`src/rtl/ssp_consts.svh`:
```
`ifndef SSP_CONSTS_SVH
`define SSP_CONSTS_SVH
`define SSP_ADDR_TX 8'h9a
`define SSP_ADDR_RX 8'h9b
`define SSP_ADDR_MODE 8'he8
`define SSP_ADDR_TADDR 8'he9
`define SSP_ADDR_STAT 8'hea
`define SSP_MODE_EN 7
`define SSP_MODE_DIV_HI 6
`define SSP_MODE_DIV_LO 5
`define SSP_MODE_OVW 1
`define SSP_MODE_AUTOSS 0
`define SSP_CFG2_CONT 7
`define SSP_CFG2_TRANSFER_INITIATE_MODE 0
`define SSP_ST_BUSY 7
`define SSP_ST_NOACK 6
`define SSP_ST_RXOF 5
`define SSP_ST_RXFULL 4
`define SSP_ST_TXEMPTY 3
`define SSP_ST_TXFULL 2
`define SSP_REG_RESET 8'h00
`define SSP_I2C_DIV_BASE 16
`define SSP_QTR_BASE 7'h04
`define SSP_SPI_HALF 4
`define SSP_SPI_GAP 8
`endif

```
`src/rtl/ssp_pkg.sv`:
```
package ssp_pkg;
  typedef enum logic [1:0] {SPI_IDLE, SPI_SHIFT, SPI_GAP} ssp_spi_state_e;
  typedef enum logic [1:0] {TW_IDLE, TW_START, TW_BIT, TW_STOP} ssp_tw_state_e;
  typedef enum logic [1:0] {TW_ADDR, TW_WRITE, TW_READ} ssp_tw_stage_e;
endpackage : ssp_pkg

```
`src/rtl/ssp_port.sv`:
```
`timescale 1ns/1ps
`default_nettype none
`include "ssp_consts.svh"
module ssp_port #(
  parameter int SPI_HALF = `SSP_SPI_HALF,
  parameter int SPI_GAP = `SSP_SPI_GAP
) (
  input wire logic clock,
  input wire logic rst,
  input wire logic [7:0] sfr_addr,
  input wire logic sfr_wr,
  input wire logic sfr_rd,
  input wire logic [7:0] sfr_wdata,
  output logic [7:0] sfr_rdata,
  input wire logic peripheral_select_bit,
  input wire logic miso,
  input wire logic data_in,
  output logic data_out,
  output logic data_oe_n,
  input wire logic sclk_in,
  output logic sclk_out,
  output logic sclk_oe_n,
  output logic ss_n
);
  // SPI half-bit and gap counter is eight bits wide
  generate
    if (SPI_HALF < 1 || SPI_HALF > 255 || SPI_GAP < 1 || SPI_GAP > 255) begin : g_bad
      $error("SPI_HALF and SPI_GAP must lie between 1 and 255");
    end
    // Four quarter-bits must make one bit of the divider base
    if (`SSP_I2C_DIV_BASE != 4 * `SSP_QTR_BASE) begin : g_bad_rate
      $error("two-wire quarter-bit base does not match the bit divider");
    end
  endgenerate

  logic [7:0] tx_buf;
  logic [7:0] rx_buf;
  logic [7:0] mode_reg;
  logic [7:0] taddr_reg;
  logic tx_full, tx_empty_flag, rx_full_flag, rx_overflow_flag, noack_flag;
  logic rd_req;

  ssp_pkg::ssp_spi_state_e spi_st;
  logic [7:0] sh_out;
  logic [7:0] sh_in;
  logic [2:0] spi_bit;
  logic [7:0] spi_cnt;
  logic spi_sclk, spi_sel_n;

  ssp_pkg::ssp_tw_state_e tw_st;
  ssp_pkg::ssp_tw_stage_e tw_stage;
  logic [8:0] tw_frame;
  logic [8:0] tw_rcv;
  logic [3:0] tw_bit;
  logic [1:0] tw_q;
  logic [6:0] tw_cnt;
  logic scl_rel, sda_rel;

  // Register address match, used by write and read decode
  function automatic logic addr_hit(input logic [7:0] addr, input logic [7:0] target);
    return addr == target;
  endfunction : addr_hit

  // Bus decode
  wire hit_tx = addr_hit(sfr_addr, `SSP_ADDR_TX);
  wire hit_rx = addr_hit(sfr_addr, `SSP_ADDR_RX);
  wire hit_mode = addr_hit(sfr_addr, `SSP_ADDR_MODE);
  wire hit_taddr = addr_hit(sfr_addr, `SSP_ADDR_TADDR);
  wire hit_stat = addr_hit(sfr_addr, `SSP_ADDR_STAT);
  wire wr_tx = sfr_wr && hit_tx;
  wire wr_mode = sfr_wr && hit_mode;
  wire wr_taddr = sfr_wr && hit_taddr;
  wire wr_stat = sfr_wr && hit_stat;
  wire rd_rx = sfr_rd && hit_rx;

  wire tw_en = mode_reg[`SSP_MODE_EN];
  wire [1:0] tw_div = mode_reg[`SSP_MODE_DIV_HI:`SSP_MODE_DIV_LO];
  wire ovw_en = mode_reg[`SSP_MODE_OVW];
  wire auto_ss = mode_reg[`SSP_MODE_AUTOSS];
  wire continuous_enable = taddr_reg[`SSP_CFG2_CONT];
  wire transfer_initiate_mode = taddr_reg[`SSP_CFG2_TRANSFER_INITIATE_MODE];
  wire mode_tx = transfer_initiate_mode;
  wire mode_cont = continuous_enable && transfer_initiate_mode;
  wire mode_rd = !continuous_enable && !transfer_initiate_mode;
  wire spi_on = !peripheral_select_bit;

  // SPI timing
  wire spi_tick = spi_cnt == 8'(SPI_HALF - 1);
  wire spi_byte_end = spi_st == ssp_pkg::SPI_SHIFT && spi_tick && spi_sclk && spi_bit == 3'd7;
  wire spi_start_tx = spi_st == ssp_pkg::SPI_IDLE && spi_on && mode_tx && tx_full;
  wire spi_start_rd = spi_st == ssp_pkg::SPI_IDLE && spi_on && mode_rd && rd_req;
  wire spi_chain = spi_byte_end && mode_cont && tx_full;
  wire spi_load = spi_start_tx || spi_chain;

  // Two-wire timing
  // quarter bit of 16*2^div/4 cycles
  // div 0 fast, div 3 standard
  wire [6:0] tw_qlen = 7'(`SSP_QTR_BASE << tw_div);
  wire tw_tick = tw_cnt == tw_qlen - 7'h01;
  wire tw_busy = tw_st != ssp_pkg::TW_IDLE;
  wire tw_go = wr_taddr && tw_en && peripheral_select_bit && !tw_busy;
  wire tw_frame_end = tw_st == ssp_pkg::TW_BIT && tw_tick && tw_q == 2'd3 && tw_bit == 4'd8;
  wire tw_acked = !tw_rcv[0];
  wire tw_next_wr = tw_frame_end && tw_acked && tx_full &&
                    (tw_stage == ssp_pkg::TW_WRITE ||
                     (tw_stage == ssp_pkg::TW_ADDR && !taddr_reg[0]));
  wire tw_nack = tw_frame_end && !tw_acked && tw_stage != ssp_pkg::TW_READ;
  wire tw_rx_store = tw_frame_end && tw_stage == ssp_pkg::TW_READ;

  // Shared event pulses
  wire spi_rx_store = spi_byte_end;
  wire rx_store = spi_rx_store || tw_rx_store;
  // SPI byte complete at its last falling edge
  wire [7:0] rx_new = tw_rx_store ? tw_rcv[8:1] : sh_in;
  wire tx_take = spi_load || tw_next_wr;

  // Software registers
  always_ff @(posedge clock) begin
    if (rst) begin
      tx_buf <= `SSP_REG_RESET;
      mode_reg <= `SSP_REG_RESET;
      taddr_reg <= `SSP_REG_RESET;
    end else begin
      if (wr_tx) begin
        tx_buf <= sfr_wdata;
      end
      if (wr_mode) begin
        mode_reg <= sfr_wdata;
      end
      if (wr_taddr) begin
        taddr_reg <= sfr_wdata;
      end
    end
  end

  // Flags, set wins over clear, except rd_req where the read start clears it
  always_ff @(posedge clock) begin
    if (rst) begin
      tx_full <= 1'b0;
      tx_empty_flag <= 1'b0;
      rx_full_flag <= 1'b0;
      rx_overflow_flag <= 1'b0;
      noack_flag <= 1'b0;
      rx_buf <= `SSP_REG_RESET;
      rd_req <= 1'b0;
    end else begin
      // Refill written at a load edge stays pending
      tx_full <= wr_tx ? 1'b1 : (tx_take ? 1'b0 : tx_full);
      tx_empty_flag <= tx_take ? 1'b1 :
                       ((wr_tx || (wr_stat && !sfr_wdata[`SSP_ST_TXEMPTY])) ? 1'b0 : tx_empty_flag);
      rx_full_flag <= rx_store ? 1'b1 :
                      ((rd_rx || (wr_stat && !sfr_wdata[`SSP_ST_RXFULL])) ? 1'b0 : rx_full_flag);
      rx_overflow_flag <= (rx_store && rx_full_flag && !rd_rx) ? 1'b1 :
                          ((wr_stat && !sfr_wdata[`SSP_ST_RXOF]) ? 1'b0 : rx_overflow_flag);
      noack_flag <= tw_nack ? 1'b1 :
                    ((wr_stat && !sfr_wdata[`SSP_ST_NOACK]) ? 1'b0 : noack_flag);
      if (rx_store && (!rx_full_flag || rd_rx || ovw_en)) begin
        rx_buf <= rx_new;
      end
      rd_req <= spi_start_rd ? 1'b0 : ((rd_rx && mode_rd && spi_on) ? 1'b1 : rd_req);
    end
  end

  wire [7:0] stat_val = {tw_busy, noack_flag, rx_overflow_flag, rx_full_flag,
                         tx_empty_flag, tx_full, 2'b00};
  wire [7:0] rd_mux = hit_rx ? rx_buf :
                      hit_mode ? mode_reg :
                      hit_taddr ? taddr_reg :
                      hit_stat ? stat_val : 8'h00;

  always_ff @(posedge clock) begin
    if (rst) begin
      sfr_rdata <= 8'h00;
    end else if (sfr_rd) begin
      // Held until the next read
      sfr_rdata <= rd_mux;
    end
  end

  // SPI master engine, clock idles low
  always_ff @(posedge clock) begin
    if (rst) begin
      spi_st <= ssp_pkg::SPI_IDLE;
      sh_out <= 8'h00;
      sh_in <= 8'h00;
      spi_bit <= 3'd0;
      spi_cnt <= 8'h00;
      spi_sclk <= 1'b0;
      spi_sel_n <= 1'b1;
    end else begin
      case (spi_st)
        ssp_pkg::SPI_IDLE: begin
          spi_cnt <= 8'h00;
          spi_sclk <= 1'b0;
          spi_bit <= 3'd0;
          if (spi_start_tx || spi_start_rd) begin
            sh_out <= spi_start_tx ? tx_buf : 8'hff;
            spi_sel_n <= !auto_ss;
            spi_st <= ssp_pkg::SPI_SHIFT;
          end
        end
        ssp_pkg::SPI_SHIFT: begin
          spi_cnt <= spi_tick ? 8'h00 : spi_cnt + 8'h01;
          if (spi_tick && !spi_sclk) begin
            spi_sclk <= 1'b1;
            sh_in <= {sh_in[6:0], miso};
          end else if (spi_tick) begin
            spi_sclk <= 1'b0;
            spi_bit <= spi_bit + 3'd1;
            sh_out <= {sh_out[6:0], 1'b0};
            if (spi_byte_end) begin
              if (spi_chain) begin
                sh_out <= tx_buf;
              end else begin
                // release at byte end unless continuous mode has the buffer full
                spi_sel_n <= 1'b1;
                spi_st <= ssp_pkg::SPI_GAP;
              end
            end
          end
        end
        ssp_pkg::SPI_GAP: begin
          spi_cnt <= spi_cnt + 8'h01;
          if (spi_cnt == 8'(SPI_GAP - 1)) begin
            spi_cnt <= 8'h00;
            spi_st <= ssp_pkg::SPI_IDLE;
          end
        end
        default: begin
          spi_st <= ssp_pkg::SPI_IDLE;
        end
      endcase
    end
  end

  always_ff @(posedge clock) begin
    if (rst) begin
      tw_st <= ssp_pkg::TW_IDLE;
      tw_stage <= ssp_pkg::TW_ADDR;
      tw_frame <= 9'h1ff;
      tw_rcv <= 9'h000;
      tw_bit <= 4'd0;
      tw_q <= 2'd0;
      tw_cnt <= 7'h00;
      scl_rel <= 1'b1;
      sda_rel <= 1'b1;
    end else begin
      tw_cnt <= (tw_tick || !tw_busy) ? 7'h00 : tw_cnt + 7'h01;
      if (tw_busy && tw_tick) begin
        tw_q <= tw_q + 2'd1;
      end
      case (tw_st)
        ssp_pkg::TW_IDLE: begin
          // Both lines released while idle
          tw_q <= 2'd0;
          scl_rel <= 1'b1;
          sda_rel <= 1'b1;
          if (tw_go) begin
            tw_frame <= {sfr_wdata, 1'b1};
            tw_stage <= ssp_pkg::TW_ADDR;
            tw_st <= ssp_pkg::TW_START;
          end
        end
        ssp_pkg::TW_START: begin
          if (tw_tick && tw_q == 2'd1) begin
            sda_rel <= 1'b0;
          end else if (tw_tick && tw_q == 2'd3) begin
            scl_rel <= 1'b0;
            tw_bit <= 4'd0;
            tw_st <= ssp_pkg::TW_BIT;
          end
        end
        ssp_pkg::TW_BIT: begin
          if (tw_tick) begin
            case (tw_q)
              2'd0: sda_rel <= tw_frame[8];
              2'd1: scl_rel <= 1'b1;
              2'd2: tw_rcv <= {tw_rcv[7:0], data_in};
              default: begin
                scl_rel <= 1'b0;
                tw_frame <= {tw_frame[7:0], 1'b1};
                tw_bit <= tw_bit + 4'd1;
              end
            endcase
          end
          if (tw_frame_end) begin
            tw_bit <= 4'd0;
            if (tw_next_wr) begin
              tw_frame <= {tx_buf, 1'b1};
              tw_stage <= ssp_pkg::TW_WRITE;
            end else if (tw_stage == ssp_pkg::TW_ADDR && tw_acked && taddr_reg[0]) begin
              tw_frame <= 9'h1ff;
              tw_stage <= ssp_pkg::TW_READ;
            end else begin
              tw_st <= ssp_pkg::TW_STOP;
            end
          end
        end
        ssp_pkg::TW_STOP: begin
          if (tw_tick && tw_q == 2'd0) begin
            sda_rel <= 1'b0;
          end else if (tw_tick && tw_q == 2'd1) begin
            scl_rel <= 1'b1;
          end else if (tw_tick && tw_q == 2'd2) begin
            sda_rel <= 1'b1;
          end else if (tw_tick && tw_q == 2'd3) begin
            tw_st <= ssp_pkg::TW_IDLE;
          end
        end
        default: begin
          tw_st <= ssp_pkg::TW_IDLE;
        end
      endcase
    end
  end

  assign data_out = peripheral_select_bit ? 1'b0 : sh_out[7];
  assign data_oe_n = peripheral_select_bit ? sda_rel : 1'b0;
  assign sclk_out = peripheral_select_bit ? 1'b0 : spi_sclk;
  assign sclk_oe_n = peripheral_select_bit ? scl_rel : 1'b0;
  assign ss_n = spi_sel_n;

  // Slave mode not built, clock input unused
  wire unused_ok = sclk_in;
endmodule : ssp_port
`default_nettype wire

```
`config.mk`:
```
export PLATFORM = sky130hd
export DESIGN_NAME = ssp_port
export DESIGN_NICKNAME = d
export VERILOG_FILES = /design/src/rtl/ssp_pkg.sv /design/src/rtl/ssp_port.sv
export VERILOG_INCLUDE_DIRS = /design/src /design/src/rtl
export SDC_FILE = /design/constraint.sdc
export NUM_CORES = 1
export LEC_CHECK = 0
export BUFFER_PORTS_ARGS = -buffer_cell sky130_fd_sc_hd__buf_2
export CORE_UTILIZATION = 41
export CTS_BUF_LIST = sky130_fd_sc_hd__clkbuf_16
export DETAILED_ROUTE_END_ITERATION = 16
export PLACE_DENSITY_LB_ADDON = 0.05
export SLEW_MARGIN = 10
export SYNTH_ARGS = -nofsm -noshare
export SYNTH_HDL_FRONTEND = slang
export SYNTH_SLANG_ARGS = --single-unit
```
`constraint.sdc`:
```
create_clock -name clock -period 3.2 [get_ports clock]
set_input_delay 0.96 -clock clock [delete_from_list [all_inputs] [get_ports clock]]
set_output_delay 0.96 -clock clock [all_outputs]
set_load 0.01 [all_outputs]
```
* Yosys cells after proc, flatten, opt, wreduce, memory -nomap -nowiden
Cells that the tools add are included.
** Word-level totals
- Bits in registers :: 114
- Bits of input ports :: 24
- Word-level logic and storage cells :: 275
** Operators by class
- $add $sub $neg :: 6
- Equality and inequality tests :: 48
- Shift-type cells :: 1
- Mux-type cells :: 91
- Reduce and logical (&&, ||, !) cells :: 102
** Operators with widths (count)
- $mux 8 :: 13
- $mux 9 :: 6
- $logic_and 1x1->1 :: 47
- $eq 8x8->1 const B :: 5
- $mux 2 :: 20
- $ne 2x2->1 const B :: 20
- $mux 1 :: 32
- $pmux 8 s3 :: 1
- $mux 4 :: 5
- $pmux 9 s2 :: 1
- $reduce_and 6->1 :: 3
- $reduce_bool 2->1 :: 9
- $pmux 8 s2 :: 1
- $logic_not 1->1 :: 13
- $eq 2x2->1 const B :: 6
- $ne 3x3->1 const B :: 4
- $logic_or 1x1->1 :: 10
- $reduce_and 10->1 :: 1
- $reduce_and 5->1 :: 2
- $add 8x1->8 const B :: 1
- $eq 2x1->1 const B :: 4
- $eq 8x2->1 const B :: 1
- $eq 8x3->1 const B :: 1
- $logic_not 2->1 :: 4
- other kinds (25) :: 38

* Depth between registers and ports, before layout
Gate-level depths: netlist of run 1.
- Depth after elaboration :: 12
- Mapped depth :: 10

* Worst setup path before layout of run 1
No wires, ideal clock.
- Path kind :: input to register
- Start :: input port sfr_wr
- End :: register tw_st[0]
- Library setup time :: 0.072 ns
- Arrival time :: 2.646 ns
- Required time :: 3.128 ns
- Path slack :: 0.483 ns
- Stages on the path :: 8
- Path buffers :: 2
- Cell sequence :: buf_2 > inv_1 > or4_1 > buf_2 > o21ai_0 > o31a_1 > nor3b_2 > mux2i_1
** On the way
- Cells in the longest elaborated chain, start to end :: 6
** Ends and longest elaborated chain
- from (decl) :: line ssp_port.sv:11 : input wire logic sfr_wr,
- $logic_and 1x1->1 :: line ssp_port.sv:72 : wire wr_taddr = sfr_wr && hit_taddr;
- $logic_and 1x1->1 (3 in a row) :: line ssp_port.sv:101 : wire tw_go = wr_taddr && tw_en && peripheral_select_bit && !tw_busy;
- $ne 2x2->1 (no source line)
- $reduce_and 10->1 (no source line)
- to (signal assigned) :: line ssp_port.sv:238 : tw_st <= ssp_pkg::TW_IDLE;
- to (signal assigned) :: line ssp_port.sv:261 : tw_st <= ssp_pkg::TW_START;
- to (signal assigned) :: line ssp_port.sv:270 : tw_st <= ssp_pkg::TW_BIT;
- to (decl) :: line ssp_port.sv:50 : ssp_pkg::ssp_tw_state_e tw_st;
No other way between the ends.
A chain may end at the register's enable or synchronous reset.

* Final worst setup path of run 1
- Start :: register mode_reg[6]
- End :: register tw_st[1]
** On the way
- Cells in the longest elaborated chain, start to end :: 11
** Ends and longest elaborated chain
- from (decl) :: line ssp_port.sv:38 : logic [7:0] mode_reg;
- from (signal assigned) :: line ssp_port.sv:121 : mode_reg <= `SSP_REG_RESET;
- from (signal assigned) :: line ssp_port.sv:128 : mode_reg <= sfr_wdata;
- $shl 3x2->7 (no source line) (*)
- $sub 7x1->7 (*) :: line ssp_port.sv:99 : wire tw_tick = tw_cnt == tw_qlen - 7'h01;
- $eq 7x7->1 (*) :: line ssp_port.sv:99
- $logic_and 1x1->1 (3 in a row) :: line ssp_port.sv:102 : wire tw_frame_end = tw_st == ssp_pkg::TW_BIT && tw_tick && tw_q == 2'd3 && tw_bit == 4'd8;
- $logic_and 1x1->1 (3 in a row) :: line ssp_port.sv:104 : wire tw_next_wr = tw_frame_end && tw_acked && tx_full &&
- $ne 2x2->1 (no source line)
- $reduce_and 10->1 (no source line) (*)
Mark *: on every way between the ends. The rest lies on a longest branch, timed or not.

==> impl_results.md, run 1 <==
* Outcome: completed
* Number of synthesized flops with an enable pin at 0
* Hold Crit Class: reg -> reg
* WP data required at 3540 ps
* Routability cong. at approximately 0.83
* Vias in the first global route at roughly 4700
* Max incr delay on CP at 530 ps
* Total setup buffers inserted after CTS at 0
* Fraction of layout cells with a size suffix above 1 at 15.6%
* Critical R2R Launch: mode_reg[6]
* Vert. Die Dim at 120 um
* DR WL/cell at 16.1 um
* WS Path Type: reg -> reg
* GRT overflow at 0
* Commonest non-fill, non-tap cell in the layout: dfxtp_1
* CTS buffer count at 17
* Largest net degree at the start of global routing at 98
* Mapped cell area at 5670 um^2
* Worst-path clk slew at 60 ps
* Endpoints failing setup at 0
* Total GRT Usage at 21.0%
* Seq/Total Area, Yosys at approximately 40%
* CP arrival at 3110 ps
* Avg Inst Size Synth at 8.64 um^2
* Crit-path cells: or2_2, ha_1, xor2_1, nand3b_1, o41ai_4, o2111ai_1, nor3b_2, mux2i_1
* Die width at 120 um
* Yosys warning total at 0
* Final period utilization at 86.6%
* PD cells at ~530 nW/um^2
* Initial Util at a little over two fifths
* Hold_sp: tw_cnt[0]
* Delay-heaviest family, CP: simple AND/OR/NAND/NOR gates
* Cells after DPL at 855
* P_leak at 2.57 nW
* Area growth syn-to-layout at 18.7%
* Number of detailed-route iterations in the first pass at 5
* Post-CTS resize count at 0
* Initial drt markers at around 320
* Ant diodes at 0
* Finished Layout Cells at 887
* Final Hold Viols at 0
* Main synth FF type: dfxtp_1
* Worst Tran Pin Value at 785 ps
* Syn Inst Count at 656
* CTS HTree Levels at 4
* # fillers at 1286
* Nets at 742
* Relative slew margins at between 40% and 50%
* Final WL at between 10000 and 15000 um
* Vias per inst at 5.58
* Antenna-violating nets left at 0
* Fin crit period at 2770 ps
* Worst vdd ir at approximately 0.43 mV
* DP Wirelength at 10100 um
* Initial antenna violation count at 0
* FMAX at approximately 360 MHz
* CTS tree: built
* Slowest cell on the critical path: o41ai_4
* IO Count at 37
* RSZ-0062 raised after global routing: no
* TritonCTS sink count at 114
* Regs by FF count: tw_frame x9, tw_rcv x9
* Die Area at ~14000 um^2
* Max-slew violations at 0
* Setup TNS at 0 ps
* Synth Net Count at 700
* Synthesized flop and latch total at 114
* Worst-Skew Late Latency at 420 ps
* Post-synth ARST share at 0%
* Hold_buf cts at 0
* Final Skew at a little over 6 ps
* Total power draw at between 3 and 4 mW
* Clk buf depth at 2
* Buf+Inv Stages, Crit Path at 0
* Core area at approximately 13000 um^2
* Critical Path Fanout Max at 8
* Post-route DRC at 0
* Critical path capture point type: flop
* Endpoint with the worst hold slack: tw_cnt[0]
* Worst reg2reg path endpoint: tw_st[1]
* Via Count at 4950
* Commonest cells after routing, fill and taps aside: 114 x dfxtp_1, 87 x nor2_1, 44 x a21oi_1, 42 x nand2_1, 37 x mux2i_1
* Worst hold stages at 1
* Reg-to-reg setup timing slack at roughly 430 ps
* Row count at 42
* Worst R2R Path Depth at 8
* First-pass GRT wire length at about 24000 um
* Distinct cells, synth at 63
* Number of max-cap violations at 0
* Crit start category: flop
* Root Buffer: clkbuf_16
* Crit. Startpoint: mode_reg[6]
* IO buf count at 35
-- metal layers --
metal	vias to the layer above	global-route usage (%)	wire length (um)
met5	-	0	0
met4	0	9.06	236
met3	16	3.75	486
met2	87	34.4	6630
met1	2370	27.1	6930
li1	2477	-	-
-- synth_stat cells, types with 5 or more instances --
master / number / share of area, %
dfxtp_1: 114 / 40
nor2_1: 87 / 5.8
a21oi_1: 44 / 3.9
nand2_1: 42 / 2.8
mux2i_1: 37 / 6.5
o21ai_0: 34 / 3.0
clkbuf_1: 23 / 1.5
inv_1: 23 / 1.5
ha_1: 20 / 4.4
nand3_1: 20 / 1.8
nor3_1: 18 / 1.6
a31oi_1: 14 / 1.5
a22oi_1: 12 / 1.6
nand4_1: 11 / 1.2
or3_1: 10 / 1.1
a211oi_1: 9 / 1.2
xor2_1: 9 / 1.4
mux2_2: 8 / 1.6
o221ai_1: 8 / 1.2
and3_1: 7 / 0.77
nand2b_1: 7 / 0.77
nor2b_1: 7 / 0.77
o2bb2ai_1: 7 / 1.1
a311oi_1: 6 / 0.93
xnor2_1: 6 / 0.93
buf_2: 5 / 0.44
or4_1: 5 / 0.66
-- report_power, final --
group          switching (mW)  internal [mW]  total (mW)  leakage, nW
logic                  0.0991         0.0523       0.151         1.35
clock network           0.731           1.25        1.98        0.298
registers             0.00901           1.44        1.45        0.920
-- through the flow --
stage / setup WS, ps / hold WS (ps) / utilization (%) / area (um^2)
after floorplan: 483 / 413 / - / 5670
after CTS: 421 / 451 / 50.4 / 6730
after global routing: 273 / 463 / 50.4 / 6730
final: 429 / 447 / 50.4 / 6730
after global placement: 319 / 431 / 45.8 / 6110
after detailed placement: 284 / 442 / 45.8 / 6110
-- cells by family after synthesis --
group	after synthesis	share of synthesized area, %
flops	114	40.2
fa+ha+maj	20	4.41
mux	45	8.12
buf+inv	56	3.82
simple gates	243	21.4
compound gates	163	19.7
xor+xnor	15	2.32
-- worst max path at each step --
stage | end | depth (start not counted)
after floorplan | tw_st[0] | 8
after CTS | tw_st[0] | 8
final | tw_st[1] | 8
after global routing | tw_st[0] | 8
after detailed placement | tw_st[0] | 7
after global placement | tw_st[1] | 7
-- area by class of cell --
class / count / area (um^2) / share of cell area [%]
Multi-Input combinational cell: 486 / 3180 / 47.2
Tap cell: 176 / 220 / 3.27
Sequential cell: 114 / 2280 / 33.9
Inverter: 24 / 90.1 / 1.34
Clock buffer: 17 / 425 / 6.32
Clock inverter: 15 / 198 / 2.94
Timing Repair Buffer: 55 / 338 / 5.02
-- worst reg2reg max path, delay by kind of cell (launching register included) --
kind / cells / cell delay [ps]
xor gates and xnor gates: 1 / 180
DFF: 1 / 380
AOI/OAI and AO/OA: 2 / 730
muxes: 1 / 210
and+or+nand+nor: 3 / 890
adders and majority gates: 1 / 300
Power figures use the tool's default switching activity.
==> run 2: changes to the inputs <==
--- a/config.mk
+++ b/config.mk
@@ -6,6 +6,7 @@
 export SDC_FILE = /design/constraint.sdc
 export NUM_CORES = 1
 export LEC_CHECK = 0
+export ABC_AREA = 1
 export BUFFER_PORTS_ARGS = -buffer_cell sky130_fd_sc_hd__buf_2
 export CORE_UTILIZATION = 41
 export CTS_BUF_LIST = sky130_fd_sc_hd__clkbuf_16
==> run 2 against run 1 <==
Effect of this change:
- global-route usage up 0.64 points
- design area up 3.8%
- clock skew up 1.1 ps
- synthesized cell count up 39%
- total power up 31%
- area after synthesis up 7.2%
- combinational power rose to 8.1 times the previous value
- critical path type unchanged
- largest cell class unchanged
==> impl_results.md, run 2 <==
* Outcome: completed (unchanged)
* IO buf count at 35 (unchanged)
* Sw Share at 32.3% (was 23.5%)
* Pre-CTS setup slack at 604 ps (was 284 ps)
* Die width at 124 um (was 120 um)
* CP arrival at 2920 ps (was 3110 ps)
* Regs by FF count: tw_frame x9, tw_rcv x9 (unchanged)
* Area growth syn-to-layout at 14.9% (was 18.7%)
* P_leak at 3.14 nW (was 2.57 nW)
* Endpoint with the worst hold slack: tw_cnt[0] (unchanged)
* Seq/Total Area, Yosys at 37.5% (was 40.2%)
* TritonCTS sink count at 114 (unchanged)
* Post-CTS resize count at 0 (unchanged)
* Total power draw at 4.67 mW (was 3.57 mW)
* Nets at 992 (was 742)
* WS Path Type: reg -> reg (unchanged)
* Largest family of logic cells by synthesized area: simple AND/OR/NAND/NOR gates (unchanged)
* Crit start category: flop (unchanged)
* Core area at 14500 um^2 (was 13300 um^2)
* Final worst slack at 584 ps (was 429 ps)
* GRT overflow at 0 (unchanged)
* Worst Tran Pin Value at 720 ps (was 785 ps)
* Worst hold stages at 1 (unchanged)
* Sequential power share at 35.1% (was 40.4%)
* IO Count at 37 (unchanged)
* Critical Path Fanout Max at 16 (was 8)
* Via Count at 5757 (was 4950)
* Root Buffer: clkbuf_16 (unchanged)
* Reg-to-reg setup timing slack at 580 ps (was 430 ps)
* Commonest non-fill, non-tap cell in the layout: nand2_1 (was dfxtp_1)
* Cells after DPL at 1113 (was 855)
* Mapped cell area at 6080 um^2 (was 5670 um^2)
* Number of detailed-route iterations in the first pass at 7 (was 5)
* CTS buffer count at 17 (unchanged)
* Pint at 3.16 mW (was 2.73 mW)
* Ant diodes at 0 (unchanged)
* CTS tree: built (unchanged)
* WP data required at 3500 ps (was 3540 ps)
* RSZ-0062 raised after global routing: no (unchanged)
* Yosys warning total at 0 (unchanged)
* Vias per inst at 5.05 (was 5.58)
* Top cells by count, synth: 227 x nand2_1, 115 x inv_1, 114 x dfxtp_1 (was 114 x dfxtp_1, 87 x nor2_1, 44 x a21oi_1)
* Hold_buf cts at 0 (unchanged)
* Total GRT Usage at 21.7% (was 21.0%)
* Row count at 44 (was 42)
* Post-synthesis mux area share at 1.48% (was 8.12%)
* Worst-path clk slew at 50 ps (was 60 ps)
* FMAX at 382 MHz (was 361 MHz)
* Endpoints failing setup at 0 (unchanged)
* DP Wirelength at 11200 um (was 10100 um)
* Distinct cells, synth at 40 (was 63)
* Fraction of the mapped netlist area in compound gates at 13.8% (was 19.7%)
* Clock power frac at 38.8% (was 55.3%)
* Post-route DRC at 0 (unchanged)
* Initial Util at 42.0% (was 42.5%)
* Worst vdd ir at 0.407 mV (was 0.431 mV)
* Switching power at 1.51 mW (was 840 uW)
* Total setup buffers inserted after CTS at 0 (unchanged)
* Setup TNS at 0 ps (unchanged)
* Largest net degree at the start of global routing at 65 (was 98)
* Final period utilization at 81.7% (was 86.6%)
* Vias in the first global route at 5333 (was 4719)
* Gate power share at 26.1% (was 4.2%)
* Final Skew at 7.30 ps (was 6.23 ps)
* Hold_sp: tw_cnt[0] (unchanged)
* Routability cong. at 0.823 (was 0.834)
* Initial antenna violation count at 0 (unchanged)
* Avg Inst Size Synth at 6.66 um^2 (was 8.64 um^2)
* First-pass GRT wire length at 25600 um (was 23600 um)
* Finished Layout Cells at 1141 (was 887)
* PD cells at 669 nW/um^2 (was 531 nW/um^2)
* Commonest cells after routing, fill and taps aside: 227 x nand2_1, 117 x inv_1, 114 x dfxtp_1, 111 x nor2_1, 76 x nand3_1 (was 114 x dfxtp_1, 87 x nor2_1, 44 x a21oi_1, 42 x nand2_1, 37 x mux2i_1)
* Clk buf depth at 2 (unchanged)
* Critical path capture point type: flop (unchanged)
* Critical R2R Launch: mode_reg[6] (unchanged)
* Synth area leaders: dfxtp_1 38%, nand2_1 14%, inv_1 7.1%, nor2_1 6.9%, nand3_1 6.3% (was dfxtp_1 40%, mux2i_1 6.5%, nor2_1 5.8%, ha_1 4.4%, a21oi_1 3.9%)
* # fillers at 1525 (was 1286)
* Max-slew violations at 0 (unchanged)
* Number of synthesized flops with an enable pin at 0 (unchanged)
* Die Area at 15300 um^2 (was 14300 um^2)
* Syn Inst Count at 912 (was 656)
* Adder-Cell Fraction of Synth Area at 4.12% (was 4.41%)
* Final WL at 15400 um (was 14300 um)
* Synthesized flop and latch total at 114 (unchanged)
* Hold Crit Class: reg -> reg (unchanged)
* Top-count cell post-synth: nand2_1 (was dfxtp_1)
* Initial drt markers at 289 (was 322)
* Post-Synth XOR/XNOR Area at 0.720% (was 2.32%)
* Yosys top cell area share at 37.5% (was 40.2%)
* Fraction of layout cells with a size suffix above 1 at 11.1% (was 15.6%)
* CTS HTree Levels at 4 (unchanged)
* Main synth FF type: dfxtp_1 (unchanged)
* Cell taking the most area after synthesis: dfxtp_1 (unchanged)
* Fin crit period at 2620 ps (was 2770 ps)
* Post-synth ARST share at 0% (unchanged)
* Utilization after layout at 48.3% (was 50.4%)
* Vert. Die Dim at 124 um (was 120 um)
* Antenna-violating nets left at 0 (unchanged)
* Synth Net Count at 956 (was 700)
* Simple-gate portion of the synthesized area at 32.5% (was 21.4%)
* Worst reg2reg path endpoint: rx_buf[5] (was tw_st[1])
* Worst R2R Path Depth at 14 (was 8)
* Number of max-cap violations at 0 (unchanged)
* Final Hold Viols at 0 (unchanged)
* Relative slew margins at 51.8% (was 47.4%)
* DR WL/cell at 13.5 um (was 16.1 um)
* Worst-Skew Late Latency at 410 ps (was 420 ps)
[run 2: cell types whose count changed after synthesis, moves of 8 or more]
cell | previous run | this run
a21oi_1 | 44 | 71
nor2_1 | 87 | 111
or3_1 | 10 | 0
o21ai_0 | 34 | 49
a31oi_1 | 14 | 2
a211oi_1 | 9 | 1
mux2i_1 | 37 | 0
inv_1 | 23 | 115
nand3_1 | 20 | 76
nand2_2 | 0 | 8
nand2_1 | 42 | 227
[run 2: worst max-delay path by stage]
stage | start | endpoint | slack (ps) | cells after the start
after CTS | mode_reg[6] | rx_buf[0] | 590 | 14
after global routing | mode_reg[6] | rx_buf[3] | 330 | 15
after detailed placement | mode_reg[6] | rx_buf[0] | 600 | 14
after floorplan | peripheral_select_bit | data_oe_n | 910 | 3
after global placement | mode_reg[6] | rx_buf[1] | 610 | 14
final | mode_reg[6] | rx_buf[5] | 580 | 14
[run 2: area by class of cell]
| type | count | area, um^2 | area share [%] |
|---|---|---|---|
| tap | 184 | 230 | 3.30 |
| multi-input combinational | 647 | 3200 | 45.8 |
| inverter | 123 | 463 | 6.63 |
| clock inverter | 11 | 125 | 1.79 |
| sequential | 114 | 2280 | 32.7 |
| clock buffer | 17 | 425 | 6.09 |
| timing repair buffer | 45 | 263 | 3.76 |
[run 2: layer usage]
layer	track usage (%)	vias up	wire length (um)	share of wire [%]
met5	0	-	0	0
met4	7.23	0	248	1.6
met3	5.17	21	572	3.7
met2	37.3	100	7470	49
met1	26.4	2634	7060	46
li1	-	3002	-	-
[run 2: cell families after synthesis]
kind of cell | count (synthesis)
adders and majority gates | 20
DFF | 114
buffers and inverters | 151
and+or+nand+nor | 462
muxes | 8
xor gates and xnor gates | 5
AOI/OAI and AO/OA | 152
[run 2: per-stage QoR]
stage                     hold slack, ps  cell area (um^2)
after global routing                 459              6990
final                                442              6990
after detailed placement             438              6440
after CTS                            447              6990
after global placement               431              6440
after floorplan                      417              6080
[run 2: power groups by stage]
stage,registers [mW],clock network (mW),logic [mW]
after floorplan,1.64,0,0.954
after global placement,1.66,0,1.19
after detailed placement,1.67,0,1.21
after CTS,1.64,1.86,1.22
after global routing,1.66,1.93,1.42
final,1.64,1.81,1.22
[run 2: critical path: stages (launching register included)]
cell     delay (ps)
dfxtp_1         360
inv_2           130
nand2_2          80
ha_1            300
inv_1            40
nand2_1          80
nand3_2         100
nor2_4          160
nand3_2         110
nor2_4          330
nand2_2         250
nand2_2         160
o21ai_2         180
nor2_1          160
nor2_1           60
